--- config.mk ---
export PLATFORM = sky130hd
export DESIGN_NAME = phsp_port
export DESIGN_NICKNAME = d
export VERILOG_FILES = /design/src/hw/phsp_port.v /design/src/hw/phsp_sync2.v
export VERILOG_INCLUDE_DIRS = /design/src /design/src/hw
export SDC_FILE = /design/constraint.sdc
export NUM_CORES = 1
export LEC_CHECK = 0
export BUFFER_PORTS_ARGS = -buffer_cell sky130_fd_sc_hd__buf_2
export CORE_MARGIN = 2
export CORE_UTILIZATION = 40
export CTS_BUF_LIST = sky130_fd_sc_hd__clkbuf_2 sky130_fd_sc_hd__clkbuf_4 sky130_fd_sc_hd__clkbuf_8
export CTS_CLUSTER_DIAMETER = 100
export DETAILED_ROUTE_END_ITERATION = 8
export MAX_ROUTING_LAYER = met4
export PLACE_DENSITY = 0.64
export SLEW_MARGIN = 20
export SYNTH_ARGS = -nofsm -noshare
export SYNTH_HDL_FRONTEND = slang
export SYNTH_SLANG_ARGS = --single-unit
--- constraint.sdc ---
create_clock -name clk -period 2.65 [get_ports clk]
set_input_delay 0.1325 -clock clk [delete_from_list [all_inputs] [get_ports clk]]
set_output_delay 0.1325 -clock clk [all_outputs]
set_load 0.03 [all_outputs]
--- src/hw/phsp_defines.vh ---
// Constants for the PCM highway serial port.
`ifndef PHSP_DEFINES_VH
`define PHSP_DEFINES_VH
`define PHSP_FRAME_NS 125000
`define PHSP_CLK_NS 10
`define PHSP_FRAME_CYC (`PHSP_FRAME_NS / `PHSP_CLK_NS)
`define PHSP_SETTLE_FRAMES 4'h2
`define PHSP_DELAY_SHORT 3'h2
`define PHSP_DELAY_LONG 3'h6
`define PHSP_LEN_16K 4'h2
`define PHSP_LEN_24K 4'h3
`define PHSP_LEN_32K 4'h4
`define PHSP_LEN_PCM 4'h8
`define PHSP_RATE_16K 2'h0
`define PHSP_RATE_24K 2'h1
`define PHSP_RATE_32K 2'h2
`define PHSP_RATE_PCM 2'h3
`define PHSP_MU_ZERO 8'hff
`define PHSP_A_ZERO 8'hd5
`define PHSP_SIGN_BIT 7
`endif

--- src/hw/phsp_port.v ---
// Serial voice data port facing a time-multiplexed PCM highway.
`include "phsp_defines.vh"

// Function
// RQ1: Long frame: drive output from frame pulse rise while pulse stays high.
// RQ2: Long frame: first bit launched by frame pulse AND bit clock.
// RQ3: Drive for 2, 3, 4 or 8 bit cycles less half, to mid LSB.
// RQ4: Pulse high on two consecutive falling edges means long format.
// RQ5: Encode rate chosen each frame from transmit pulse length.
// RQ6: Word for a request is output two frames after the request.
// RQ7: Delay-select adds four frames to the rate request only, six total.
// RQ8: Exactly one encode and one decode strobe per frame.
// RQ9: Output stays released for two frame pulses after reset or power-down.
// RQ10: Each frame pulse decides afresh the format of the next pulse.
// RQ11: Long receive: sample on falling edges while pulse high, store word.
// RQ12: Decode rate from receive pulse length, may change each frame.
// RQ13: Codec mode, long frame: 8-bit words as if pulses lasted eight cycles.
// RQ14: Short frame only for 32 kbps, or codec mode.
// RQ15: Pulse high on exactly one falling edge means short format.
// RQ16: Short frame: drive from next rising edge, release three and a half later.
// RQ17: Short receive: capture four bits on the next four falling edges.
// RQ18: Codec mode short frame: eight bits, fourth full, eighth half period.
// RQ19: The switch keeps one frame format between power-down cycles.
// RQ20: Idle PCM words follow the selected companding law zero code.
// RQ21: Receiver works with the transmitter's pulse and clock in loop.
// RQ22: Received ADPCM is decoded by the external G.726 engine.
// RQ23: Outside a word window the data output stays released.
module phsp_port #(
	parameter DW = 8
) (
	input wire clk,
	input wire rst_b,
	input wire tx_frame_pulse,
	input wire tx_bit_clock,
	input wire rx_frame_pulse,
	input wire rx_bit_clock,
	input wire rx_serial_in,
	input wire power_down,
	input wire codec_mode,
	input wire a_law_sel,
	input wire delay_sel,
	input wire [DW-1:0] enc_word,
	input wire enc_word_valid,
	output reg tx_serial_out_o,
	output reg tx_serial_out_oe,
	output reg enc_strobe,
	output reg [1:0] enc_rate,
	output reg dec_strobe,
	output reg [1:0] dec_rate,
	output reg [DW-1:0] dec_word,
	output reg short_format
);
	wire tfs_s;
	wire tbc_s;
	wire rfs_s;
	wire rbc_s;
	wire rdi_s;
	reg tbc_d_r;
	reg rbc_d_r;
	reg tfs_d_r;

	phsp_sync2 u_tfs (.clk(clk), .rst_b(rst_b), .d(tx_frame_pulse),
		.q(tfs_s));
	phsp_sync2 u_tbc (.clk(clk), .rst_b(rst_b), .d(tx_bit_clock),
		.q(tbc_s));
	phsp_sync2 u_rfs (.clk(clk), .rst_b(rst_b), .d(rx_frame_pulse),
		.q(rfs_s));
	phsp_sync2 u_rbc (.clk(clk), .rst_b(rst_b), .d(rx_bit_clock),
		.q(rbc_s));
	phsp_sync2 u_rdi (.clk(clk), .rst_b(rst_b), .d(rx_serial_in),
		.q(rdi_s));

	wire t_rise = tbc_s & ~tbc_d_r;
	wire t_fall = ~tbc_s & tbc_d_r;
	wire r_fall = ~rbc_s & rbc_d_r;
	wire fs_rise = tfs_s & ~tfs_d_r;

	// Maps a pulse length in bit cycles onto a rate code.
	function [1:0] len2rate;
		input [3:0] len;
		begin
			case (len)
				`PHSP_LEN_16K: len2rate = `PHSP_RATE_16K;
				`PHSP_LEN_24K: len2rate = `PHSP_RATE_24K;
				`PHSP_LEN_32K: len2rate = `PHSP_RATE_32K;
				default: len2rate = `PHSP_RATE_PCM;
			endcase
		end
	endfunction

	// Maps a rate code onto the word length in bits.
	function [3:0] rate2len;
		input [1:0] rate;
		begin
			case (rate)
				`PHSP_RATE_16K: rate2len = `PHSP_LEN_16K;
				`PHSP_RATE_24K: rate2len = `PHSP_LEN_24K;
				`PHSP_RATE_32K: rate2len = `PHSP_LEN_32K;
				default: rate2len = `PHSP_LEN_PCM;
			endcase
		end
	endfunction

	// Transmit states, one-hot.
	localparam [3:0] TS_IDLE = 4'h1;
	localparam [3:0] TS_ARM = 4'h2;
	localparam [3:0] TS_SHIFT = 4'h4;
	localparam [3:0] TS_TAIL = 4'h8;

	reg [3:0] ts_r;
	reg [3:0] fs_len_r;
	reg [3:0] bit_cnt_r;
	reg [3:0] word_len_r;
	reg [DW-1:0] sh_r;
	reg [DW-1:0] pend_r;
	reg [DW-1:0] hold_r;
	reg [3:0] settle_r;
	reg long_r;
	reg fs_seen_r;
	reg [1:0] rq_pipe_r [0:5];
	integer i;

	wire settled = (settle_r == `PHSP_SETTLE_FRAMES);
	wire [1:0] req_rate = codec_mode ? `PHSP_RATE_PCM : len2rate(fs_len_r);
	wire [1:0] out_rate = delay_sel ? rq_pipe_r[5] : rq_pipe_r[1];
	wire [DW-1:0] idle_word = a_law_sel ? `PHSP_A_ZERO : `PHSP_MU_ZERO;

	// Frame pulse length counter and format decision per pulse.
	always @(posedge clk or negedge rst_b) begin
		if (!rst_b) begin
			fs_len_r <= 4'h0;
			long_r <= 1'b0;
			short_format <= 1'b0;
			fs_seen_r <= 1'b0;
			settle_r <= 4'h0;
		end else begin
			if (power_down) begin
				settle_r <= 4'h0; // RQ9
			end else if (fs_rise && !settled) begin
				settle_r <= settle_r + 4'h1; // RQ9
			end
			if (fs_rise) begin
				fs_len_r <= 4'h0;
				long_r <= 1'b0;
			end else if (t_fall && tfs_s) begin
				fs_len_r <= fs_len_r + 4'h1;
				if (fs_len_r != 4'h0) begin
					long_r <= 1'b1; // RQ4
				end
			end
			fs_seen_r <= tfs_s;
			if (fs_seen_r && !tfs_s) begin
				short_format <= ~long_r; // RQ10 RQ15
			end
		end
	end

	// Rate request pipeline, shifted once per frame at the pulse end.
	always @(posedge clk or negedge rst_b) begin
		if (!rst_b) begin
			for (i = 0; i < 6; i = i + 1) begin
				rq_pipe_r[i] <= `PHSP_RATE_32K;
			end
			enc_strobe <= 1'b0;
			enc_rate <= `PHSP_RATE_32K;
			pend_r <= {DW{1'b1}};
			hold_r <= {DW{1'b1}};
		end else begin
			enc_strobe <= 1'b0;
			if (fs_seen_r && !tfs_s) begin
				rq_pipe_r[0] <= (long_r || codec_mode) ? req_rate
					: `PHSP_RATE_32K; // RQ5 RQ14
				for (i = 1; i < 6; i = i + 1) begin
					rq_pipe_r[i] <= rq_pipe_r[i-1]; // RQ7
				end
				enc_strobe <= 1'b1; // RQ8
				enc_rate <= delay_sel ? rq_pipe_r[4] : rq_pipe_r[0];
				hold_r <= pend_r; // RQ6
			end
			// A powered-down encoder leaves the law's zero code queued.
			if (power_down) begin
				pend_r <= idle_word; // RQ20
			end else if (enc_word_valid) begin
				pend_r <= enc_word;
			end
		end
	end

	// Transmit shifter: long frames start on pulse AND clock, short next rise.
	always @(posedge clk or negedge rst_b) begin
		if (!rst_b) begin
			ts_r <= TS_IDLE;
			bit_cnt_r <= 4'h0;
			word_len_r <= 4'h0;
			sh_r <= {DW{1'b0}};
			tx_serial_out_o <= 1'b0;
			tx_serial_out_oe <= 1'b0;
		end else begin
			case (ts_r)
				TS_IDLE: begin
					tx_serial_out_oe <= 1'b0; // RQ23
					if (fs_rise && settled) begin
						word_len_r <= codec_mode ? `PHSP_LEN_PCM
							: rate2len(out_rate); // RQ13
						sh_r <= hold_r;
						if (!short_format) begin
							tx_serial_out_oe <= 1'b1; // RQ1
							ts_r <= TS_ARM;
						end else begin
							ts_r <= TS_ARM;
						end
					end
				end
				TS_ARM: begin
					if (!short_format && tbc_s && tfs_s) begin
						tx_serial_out_o <= sh_r[DW-1]; // RQ2
						bit_cnt_r <= 4'h1;
						ts_r <= TS_SHIFT;
					end else if (short_format && t_rise && !tfs_s) begin
						tx_serial_out_oe <= 1'b1; // RQ16
						tx_serial_out_o <= sh_r[DW-1];
						bit_cnt_r <= 4'h1;
						ts_r <= TS_SHIFT;
					end
				end
				TS_SHIFT: begin
					if (t_rise) begin
						if (bit_cnt_r == word_len_r) begin
							ts_r <= TS_IDLE;
							tx_serial_out_oe <= 1'b0;
						end else begin
							sh_r <= {sh_r[DW-2:0], 1'b0};
							tx_serial_out_o <= sh_r[DW-2];
							bit_cnt_r <= bit_cnt_r + 4'h1;
						end
					end else if (t_fall && bit_cnt_r == word_len_r) begin
						ts_r <= TS_TAIL;
					end
				end
				TS_TAIL: begin
					tx_serial_out_oe <= 1'b0; // RQ3 RQ18
					ts_r <= TS_IDLE;
				end
				default: ts_r <= TS_IDLE;
			endcase
		end
	end

	// Receive states, one-hot.
	localparam [2:0] RS_IDLE = 3'h1;
	localparam [2:0] RS_LONG = 3'h2;
	localparam [2:0] RS_SHORT = 3'h4;

	reg [2:0] rs_r;
	reg [3:0] rcnt_r;
	reg [DW-1:0] rsh_r;
	reg rlong_r;

	// Receiver: counts falling edges while pulse high, or short four (eight in codec mode).
	always @(posedge clk or negedge rst_b) begin
		if (!rst_b) begin
			rs_r <= RS_IDLE;
			rcnt_r <= 4'h0;
			rsh_r <= {DW{1'b0}};
			rlong_r <= 1'b0;
			dec_strobe <= 1'b0;
			dec_rate <= `PHSP_RATE_32K;
			dec_word <= {DW{1'b0}};
		end else begin
			dec_strobe <= 1'b0;
			case (rs_r)
				RS_IDLE: begin
					if (r_fall && rfs_s) begin
						rsh_r <= {rsh_r[DW-2:0], rdi_s}; // RQ11 RQ21
						rcnt_r <= 4'h1;
						rlong_r <= 1'b0;
						rs_r <= RS_LONG;
					end
				end
				RS_LONG: begin
					if (r_fall && rfs_s) begin
						rsh_r <= {rsh_r[DW-2:0], rdi_s}; // RQ11
						rcnt_r <= rcnt_r + 4'h1;
						rlong_r <= 1'b1;
					end else if (r_fall && !rlong_r) begin
						rsh_r <= {{(DW-1){1'b0}}, rdi_s}; // RQ17
						rcnt_r <= 4'h1;
						rs_r <= RS_SHORT;
					end else if (rlong_r && !rfs_s &&
							(!codec_mode || rcnt_r >= `PHSP_LEN_PCM)) begin
						dec_word <= rsh_r; // RQ11
						dec_rate <= codec_mode ? `PHSP_RATE_PCM
							: len2rate(rcnt_r); // RQ12 RQ13
						dec_strobe <= 1'b1; // RQ8 RQ22
						rs_r <= RS_IDLE;
					end else if (rlong_r && !rfs_s && r_fall) begin
						rsh_r <= {rsh_r[DW-2:0], rdi_s}; // RQ13
						rcnt_r <= rcnt_r + 4'h1;
					end
				end
				RS_SHORT: begin
					if (rcnt_r == (codec_mode ? `PHSP_LEN_PCM
							: `PHSP_LEN_32K)) begin
						dec_word <= rsh_r; // RQ17 RQ18
						dec_rate <= codec_mode ? `PHSP_RATE_PCM
							: `PHSP_RATE_32K; // RQ14
						dec_strobe <= 1'b1;
						rs_r <= RS_IDLE;
					end else if (r_fall) begin
						rsh_r <= {rsh_r[DW-2:0], rdi_s};
						rcnt_r <= rcnt_r + 4'h1;
					end
				end
				default: rs_r <= RS_IDLE;
			endcase
		end
	end

	// Edge history for the sampled clocks and transmit pulse.
	always @(posedge clk or negedge rst_b) begin
		if (!rst_b) begin
			tbc_d_r <= 1'b0;
			rbc_d_r <= 1'b0;
			tfs_d_r <= 1'b0;
		end else begin
			tbc_d_r <= tbc_s;
			rbc_d_r <= rbc_s;
			tfs_d_r <= tfs_s;
		end
	end

endmodule // phsp_port

--- src/hw/phsp_sync2.v ---
// Two-stage synchroniser for one level from outside the clock domain.
module phsp_sync2 (
	input wire clk,
	input wire rst_b,
	input wire d,
	output reg q
);
	reg meta_r;

	// The first stage is read only by the second stage.
	always @(posedge clk or negedge rst_b) begin
		if (!rst_b) begin
			meta_r <= 1'b0;
			q <= 1'b0;
		end else begin
			meta_r <= d;
			q <= meta_r;
		end
	end
endmodule // phsp_sync2

Word level (Yosys, flattened, before mapping)
Cells that the tools add are included.

storage, ports and cells
  bits in registers = 103
  latch bits = 0
  RAM bits = 0
  bits in read-only memories = 0
  bits of input ports = 20
  memories kept = 0

cells by class
  add/sub/neg operators = 4
  $mul = 0
  div/mod/pow operators = 0
  $lt $le $gt $ge = 1
  equality and inequality tests = 38
  shifts and indexed selects = 0
  muxes and demuxes = 90
  bitwise operators = 9
  reductions and logical operators = 44

operators with widths
  cell                                           count
  two-way mux 8 bit                              16
  two-way mux 4 bit                              23
  one-hot mux 4 bit (3 select lines)             3
  one-hot mux 8 bit (2 select lines)             2
  inequality test 2 bit, second input constant   14
  == test 4 x 2 -> 1 bit, second input constant  6
  one-hot mux 8 bit (3 select lines)             1
  two-way mux 1 bit                              21
  two-way mux 2 bit                              9
  adder 4 x 1 -> 4 bit, second input constant    4
  AND reduction 4 bit                            4
  nonzero test 2 bit                             8
  two-way mux 3 bit                              5
  logical AND 1 bit                              14
  == test 4 x 3 -> 1 bit, second input constant  3
  inequality test 3 bit, second input constant   4
  one-hot mux 2 bit (3 select lines)             2
  AND reduction 5 bit                            2
  one-hot mux 3 bit (3 select lines)             1
  == test 4 bit                                  2
  inequality test 4 bit, second input constant   2
  one-hot mux 4 bit (2 select lines)             1
  nonzero test 4 bit                             2
  logical NOT 1 bit                              6
  20 further kinds                               31

Depth between registers and ports, before layout
  depth in word-level cells = 8
  depth in mapped cells = 8

Modules after synthesis
From an unflattened synthesis, not the netlist that was laid out.

second synthesis, totals
  cell total of the unflattened synthesis = 447
  area total of the unflattened synthesis = 4724.5 µm²

modules (own cells, without submodules)
  module      instances  cells each  area an instance (µm²)  seq. area each (µm²)
  phsp_port   1          437         4474.3                  2359.8
  phsp_sync2  5          2           50.0                    50.0

Worst setup path before layout
No wires, ideal clock.

  path type = register to register
  from = register rcnt_r[0]
  to = register rsh_r[0]
  setup time = 0.125 ns
  arrival time = 1.808 ns
  data required time = 2.525 ns
  path slack = 0.717 ns
  cell stages (with the launch flop) = 8
  path buffers = 1
  clock period less this slack = 1.933 ns
  cell sequence = dfrtp_1 inv_1 ha_1 and4b_1 a31oi_2 o221a_2 buf_4 mux2_2

on the way
  cells in the longest elaborated chain, start to end = 5
  elaborated cells on any way between the ends = 7

ends and longest elaborated chain
  what                                                line             text
  start, declared                                     phsp_port.v:255  reg [3:0] rcnt_r;
  start signal, assigned                              phsp_port.v:283  rcnt_r <= rcnt_r + 4'h1;
  start signal, assigned                              phsp_port.v:298  rcnt_r <= rcnt_r + 4'h1;
  start signal, assigned                              phsp_port.v:311  rcnt_r <= rcnt_r + 4'h1;
  greater-or-equal comparator 4 bit (no source line)  n/a
  logical OR 1 bit (no source line)                   n/a
  logical AND 1 bit                                   phsp_port.v:289  end else if (rlong_r && !rfs_s &&
  inequality test 4 bit (no source line)              n/a
  AND reduction 6 bit (no source line) (*)            n/a
  end signal, assigned                                phsp_port.v:282  rsh_r <= {rsh_r[DW-2:0], rdi_s};
  end signal, assigned                                phsp_port.v:286  rsh_r <= {{(DW-1){1'b0}}, rdi_s};
  end signal, assigned                                phsp_port.v:297  rsh_r <= {rsh_r[DW-2:0], rdi_s};
  end, declared                                       phsp_port.v:256  reg [DW-1:0] rsh_r;

Every way passes the cells marked *; elsewhere a longest branch is shown, timed or not.
A chain may end at the register's enable or synchronous reset.

Worst setup path after layout
Same ends and word-level chain as after synthesis.

==> impl_metrics.ini <==
[timing]
setup_repair_after_global_routing_missed_its_margin = false
fmaxAchievable_mhz = 453
final.setup.tns_ps = 0
final.setup_skew_ps = 7.89
worst_pin_slew_ps = 736
share_of_the_clock_period_used_by_the_worst_path_pct = 83.2
setup_violations = 0
final-max-slew-violation-count = 0
slew_limit_headroom_pct = 50.8
layout_min_cycle_time_ps = 2210
finalHoldViolations = 0

[logic_synthesis]
synth_xor_area_share_pct = 2.25
syn_avg_cell_area_um2 = 10.2
async_flop_share_pct = 100
synth.ff_latch_count = 103
synth_seq_area_share_pct = 55.9
synth_compound_area_share_pct = 12.4
synth_nets = 488
synth.distinct_cells = 55
share_of_cell_area_taken_by_muxes_after_synthesis_pct = 3.78
number_of_flops_mapped_to_enable_cells_by_yosys = 0
ys.flop_type = dfrtp_1
mappedNetlistArea_mm2 = 0.00467
synth-warning-count = 0
synth-simple-area-share_pct = 19.2
largest_family_of_logic_cells_by_synthesized_area = simple AND/OR/NAND/NOR gates
post_synth_inst_count = 459
adder_cell_share_of_the_synthesized_area_pct = 2.41

[cells_and_area]
final_nets = 532
final_util_pct = 46.5
filler_cell_count = 1120
most-common-layout-cells = nand2_1, dfrtp_1, nor2_1
layout_commonest_cell = nand2_1
synthToLayoutAreaGrowth_pct = 13.8
antennaDiodeCount = 0
multi_input_area_mm2 = 0.00187
drive_gt1_share_pct = 20.7
seqCellArea_mm2 = 0.00261

[clock_tree]
root_buffer = clkbuf_8
clkSinkCount = 103
max-clock-path-buffers = 2
cts.htree.levels = 3
cts_inserted_buffers = 9
cts.reportedPaths.clkPinSlew_ps = 100
tritoncts = yes
worstSkewPairLatency_ps = 360

[placed_design]
routability_driven_placement_congestion_ratio = 0.855
detailed_place_hpwl_um = 5970
buffer_ports.inserted = 36

[detailed_routing]
routedWlPerCell_um = 13.4
met1_length_um = 4350
drt-initial-drc-count = 258
drt.antenna.violating_nets = 0
dr_wl_met2_um = 3960
drc = 0
highest-signal-layer = met4
wl_met3_um = 267
finalWirelength_um = 8720
via_total_after_detailed_routing = 3349
first_pass_iters = 4
vias_per_cell = 5.14

[worst_setup_path]
worstPathRequired_ps = 2910
category_of_the_worst_setup_path_launch_point = flip-flop
critical_path_class = flip-flop to flip-flop
worst_ep_arrival_time_ps = 2470
crit_path_end_kind = flip-flop
timing.critical_path.fanout_max = 20

[grt]
globalRoute.totalOverflow = 0
antenna_violations_before_repair = 0
grt.total_usage_pct = 15.8
grt_max_degree = 55
grt_first_pass_wirelength_um = 15800
number_of_global_route_vias_before_repair = 3295

[power_and_ir_drop]
powerDensity_mw_per_mm2 = 654
cellLeakagePower_nw = 2.48
vdd_ir_drop_max_mv = 0.298

[floorplanning]
initial_utilization_pct = 40.9
fp.coreArea_mm2 = 0.0114
design.portCount = 37
std_cell_rows = 39
die_height_um = 112
fp.dieArea_mm2 = 0.0126
die-width_um = 112

[flow_run]
maxcap_violations = 0

[run_status]
run_status = finished clean

[hold_path]
hold_path_class = input pin to flip-flop
per-layer routing:
layer / GRT usage (%) / vias up
li1: - / 1650
met1: 22.0 / 1621
met2: 23.2 / 63
met3: 3.13 / 15
met4: 5.61 / 0
met5: - / -
state kept, by name, summed over array words and instances, names as in the netlist, 3 cells and up:
name        count
dec_word        8
bit_cnt_r       4
sh_r            8
word_len_r      4
pend_r          8
rsh_r           8
settle_r        4
ts_r            4
rq_pipe_r      12
fs_len_r        4
rcnt_r          4
hold_r          8
rs_r            3
final cells by class:
cell class | count | share of cell area [%]
sequential | 103 | 49.1
tap | 143 | 3.37
timing repair buffer | 53 | 6.64
clock inverter | 7 | 1.77
inverter | 22 | 1.55
clock buffer | 9 | 2.33
multi-input combinational | 314 | 35.2
logic make-up (layout without fill, tap and decap cells):
logic type               after synthesis  count (layout)
AND/OR/NAND/NOR                      188             188
flip-flops                           103             103
AO/OA/AOI/OAI                         89              89
buffers and inverters                 42              91
multiplexers                          16              16
XOR/XNOR                              12              12
adder cells (fa/ha/maj)                9               9
where the power goes:
group | internal [mW] | total, mW | switching (mW)
clock network | 0.535 | 1.07 | 0.537
logic | 0.197 | 0.453 | 0.256
registers | 1.81 | 1.95 | 0.142
total | 2.54 | 3.48 | 0.935
cell usage after synthesis (all sizes together) (2+ instances only):
library cell | number | area share, %
o22a | 2 | 0.38
o22ai | 3 | 0.54
nand3 | 14 | 1.5
buf | 11 | 1.6
a31oi | 12 | 1.7
a22oi | 2 | 0.32
nor3b | 2 | 0.32
xnor2 | 7 | 1.3
and3 | 2 | 0.27
a21oi | 16 | 1.7
dfstp | 26 | 15
nor2b | 14 | 1.9
clkbuf | 9 | 0.72
a211oi | 3 | 0.48
nand2b | 7 | 0.94
ha | 9 | 2.4
mux2 | 13 | 3.1
nor2 | 40 | 3.2
o21ai | 28 | 3.0
xor2 | 5 | 0.94
and2 | 3 | 0.40
inv | 22 | 1.8
o211ai | 3 | 0.48
a41o | 2 | 0.43
mux2i | 3 | 0.64
a211o | 5 | 0.94
a22o | 3 | 0.56
o21a | 2 | 0.32
nand2 | 88 | 7.1
nand4 | 4 | 0.67
or3b | 2 | 0.38
dfrtp | 77 | 41
nor4b | 5 | 1.2
repair_timing:
action | in CTS | in global routing
setup endpoints to repair | 0 | 0
gates resized for setup | 0 | 0
buffers inserted | 0 | 0
hold buffers | 12 | 0
endpoints found under the hold margin | 42 | 0
stage by stage:
stage	worst slack, ps	cells	total power [mW]	hold slack (ps)	instance area [µm²]
final	444	651	3.48	54.3	5310
after global routing	272	651	3.70	45.7	5310
after CTS	460	651	3.53	34.1	5310
after detailed placement	475	623	2.43	215	4970
after global placement	527	623	2.40	206	4970
after floorplan	717	459	2.26	-163	4670
final timing paths:
check | slack [ps] | end | cells after the start | startpoint
setup reg to reg | 440 | rsh_r[0]$_DFFE_PN0P_ | 6 | rcnt_r[0]$_DFFE_PN0P_
hold / removal | 50 | pend_r[5]$_DFFE_PN1P_ | 3 | enc_word[5]
setup / recovery | 440 | rsh_r[0]$_DFFE_PN0P_ | 6 | rcnt_r[0]$_DFFE_PN0P_
min in group asynchronous | 330 | dec_word[3]$_DFFE_PN0P_ | 2 | rst_b
max in group asynchronous | 1560 | ts_r[0]$_DFFE_PN1P_ | 3 | rst_b
hold reg to reg | 360 | u_tbc.q$_DFF_PN0_ | 0 | u_tbc.meta_r$_DFF_PN0_
critical path: stages (launching register included):
cell     delay [ps]
dfrtp_1         420
inv_1            90
ha_1            240
and4b_1         220
a31oi_2         280
o221a_2         480
mux2_2          370
No activity file was read; power rests on OpenSTA's default activity.
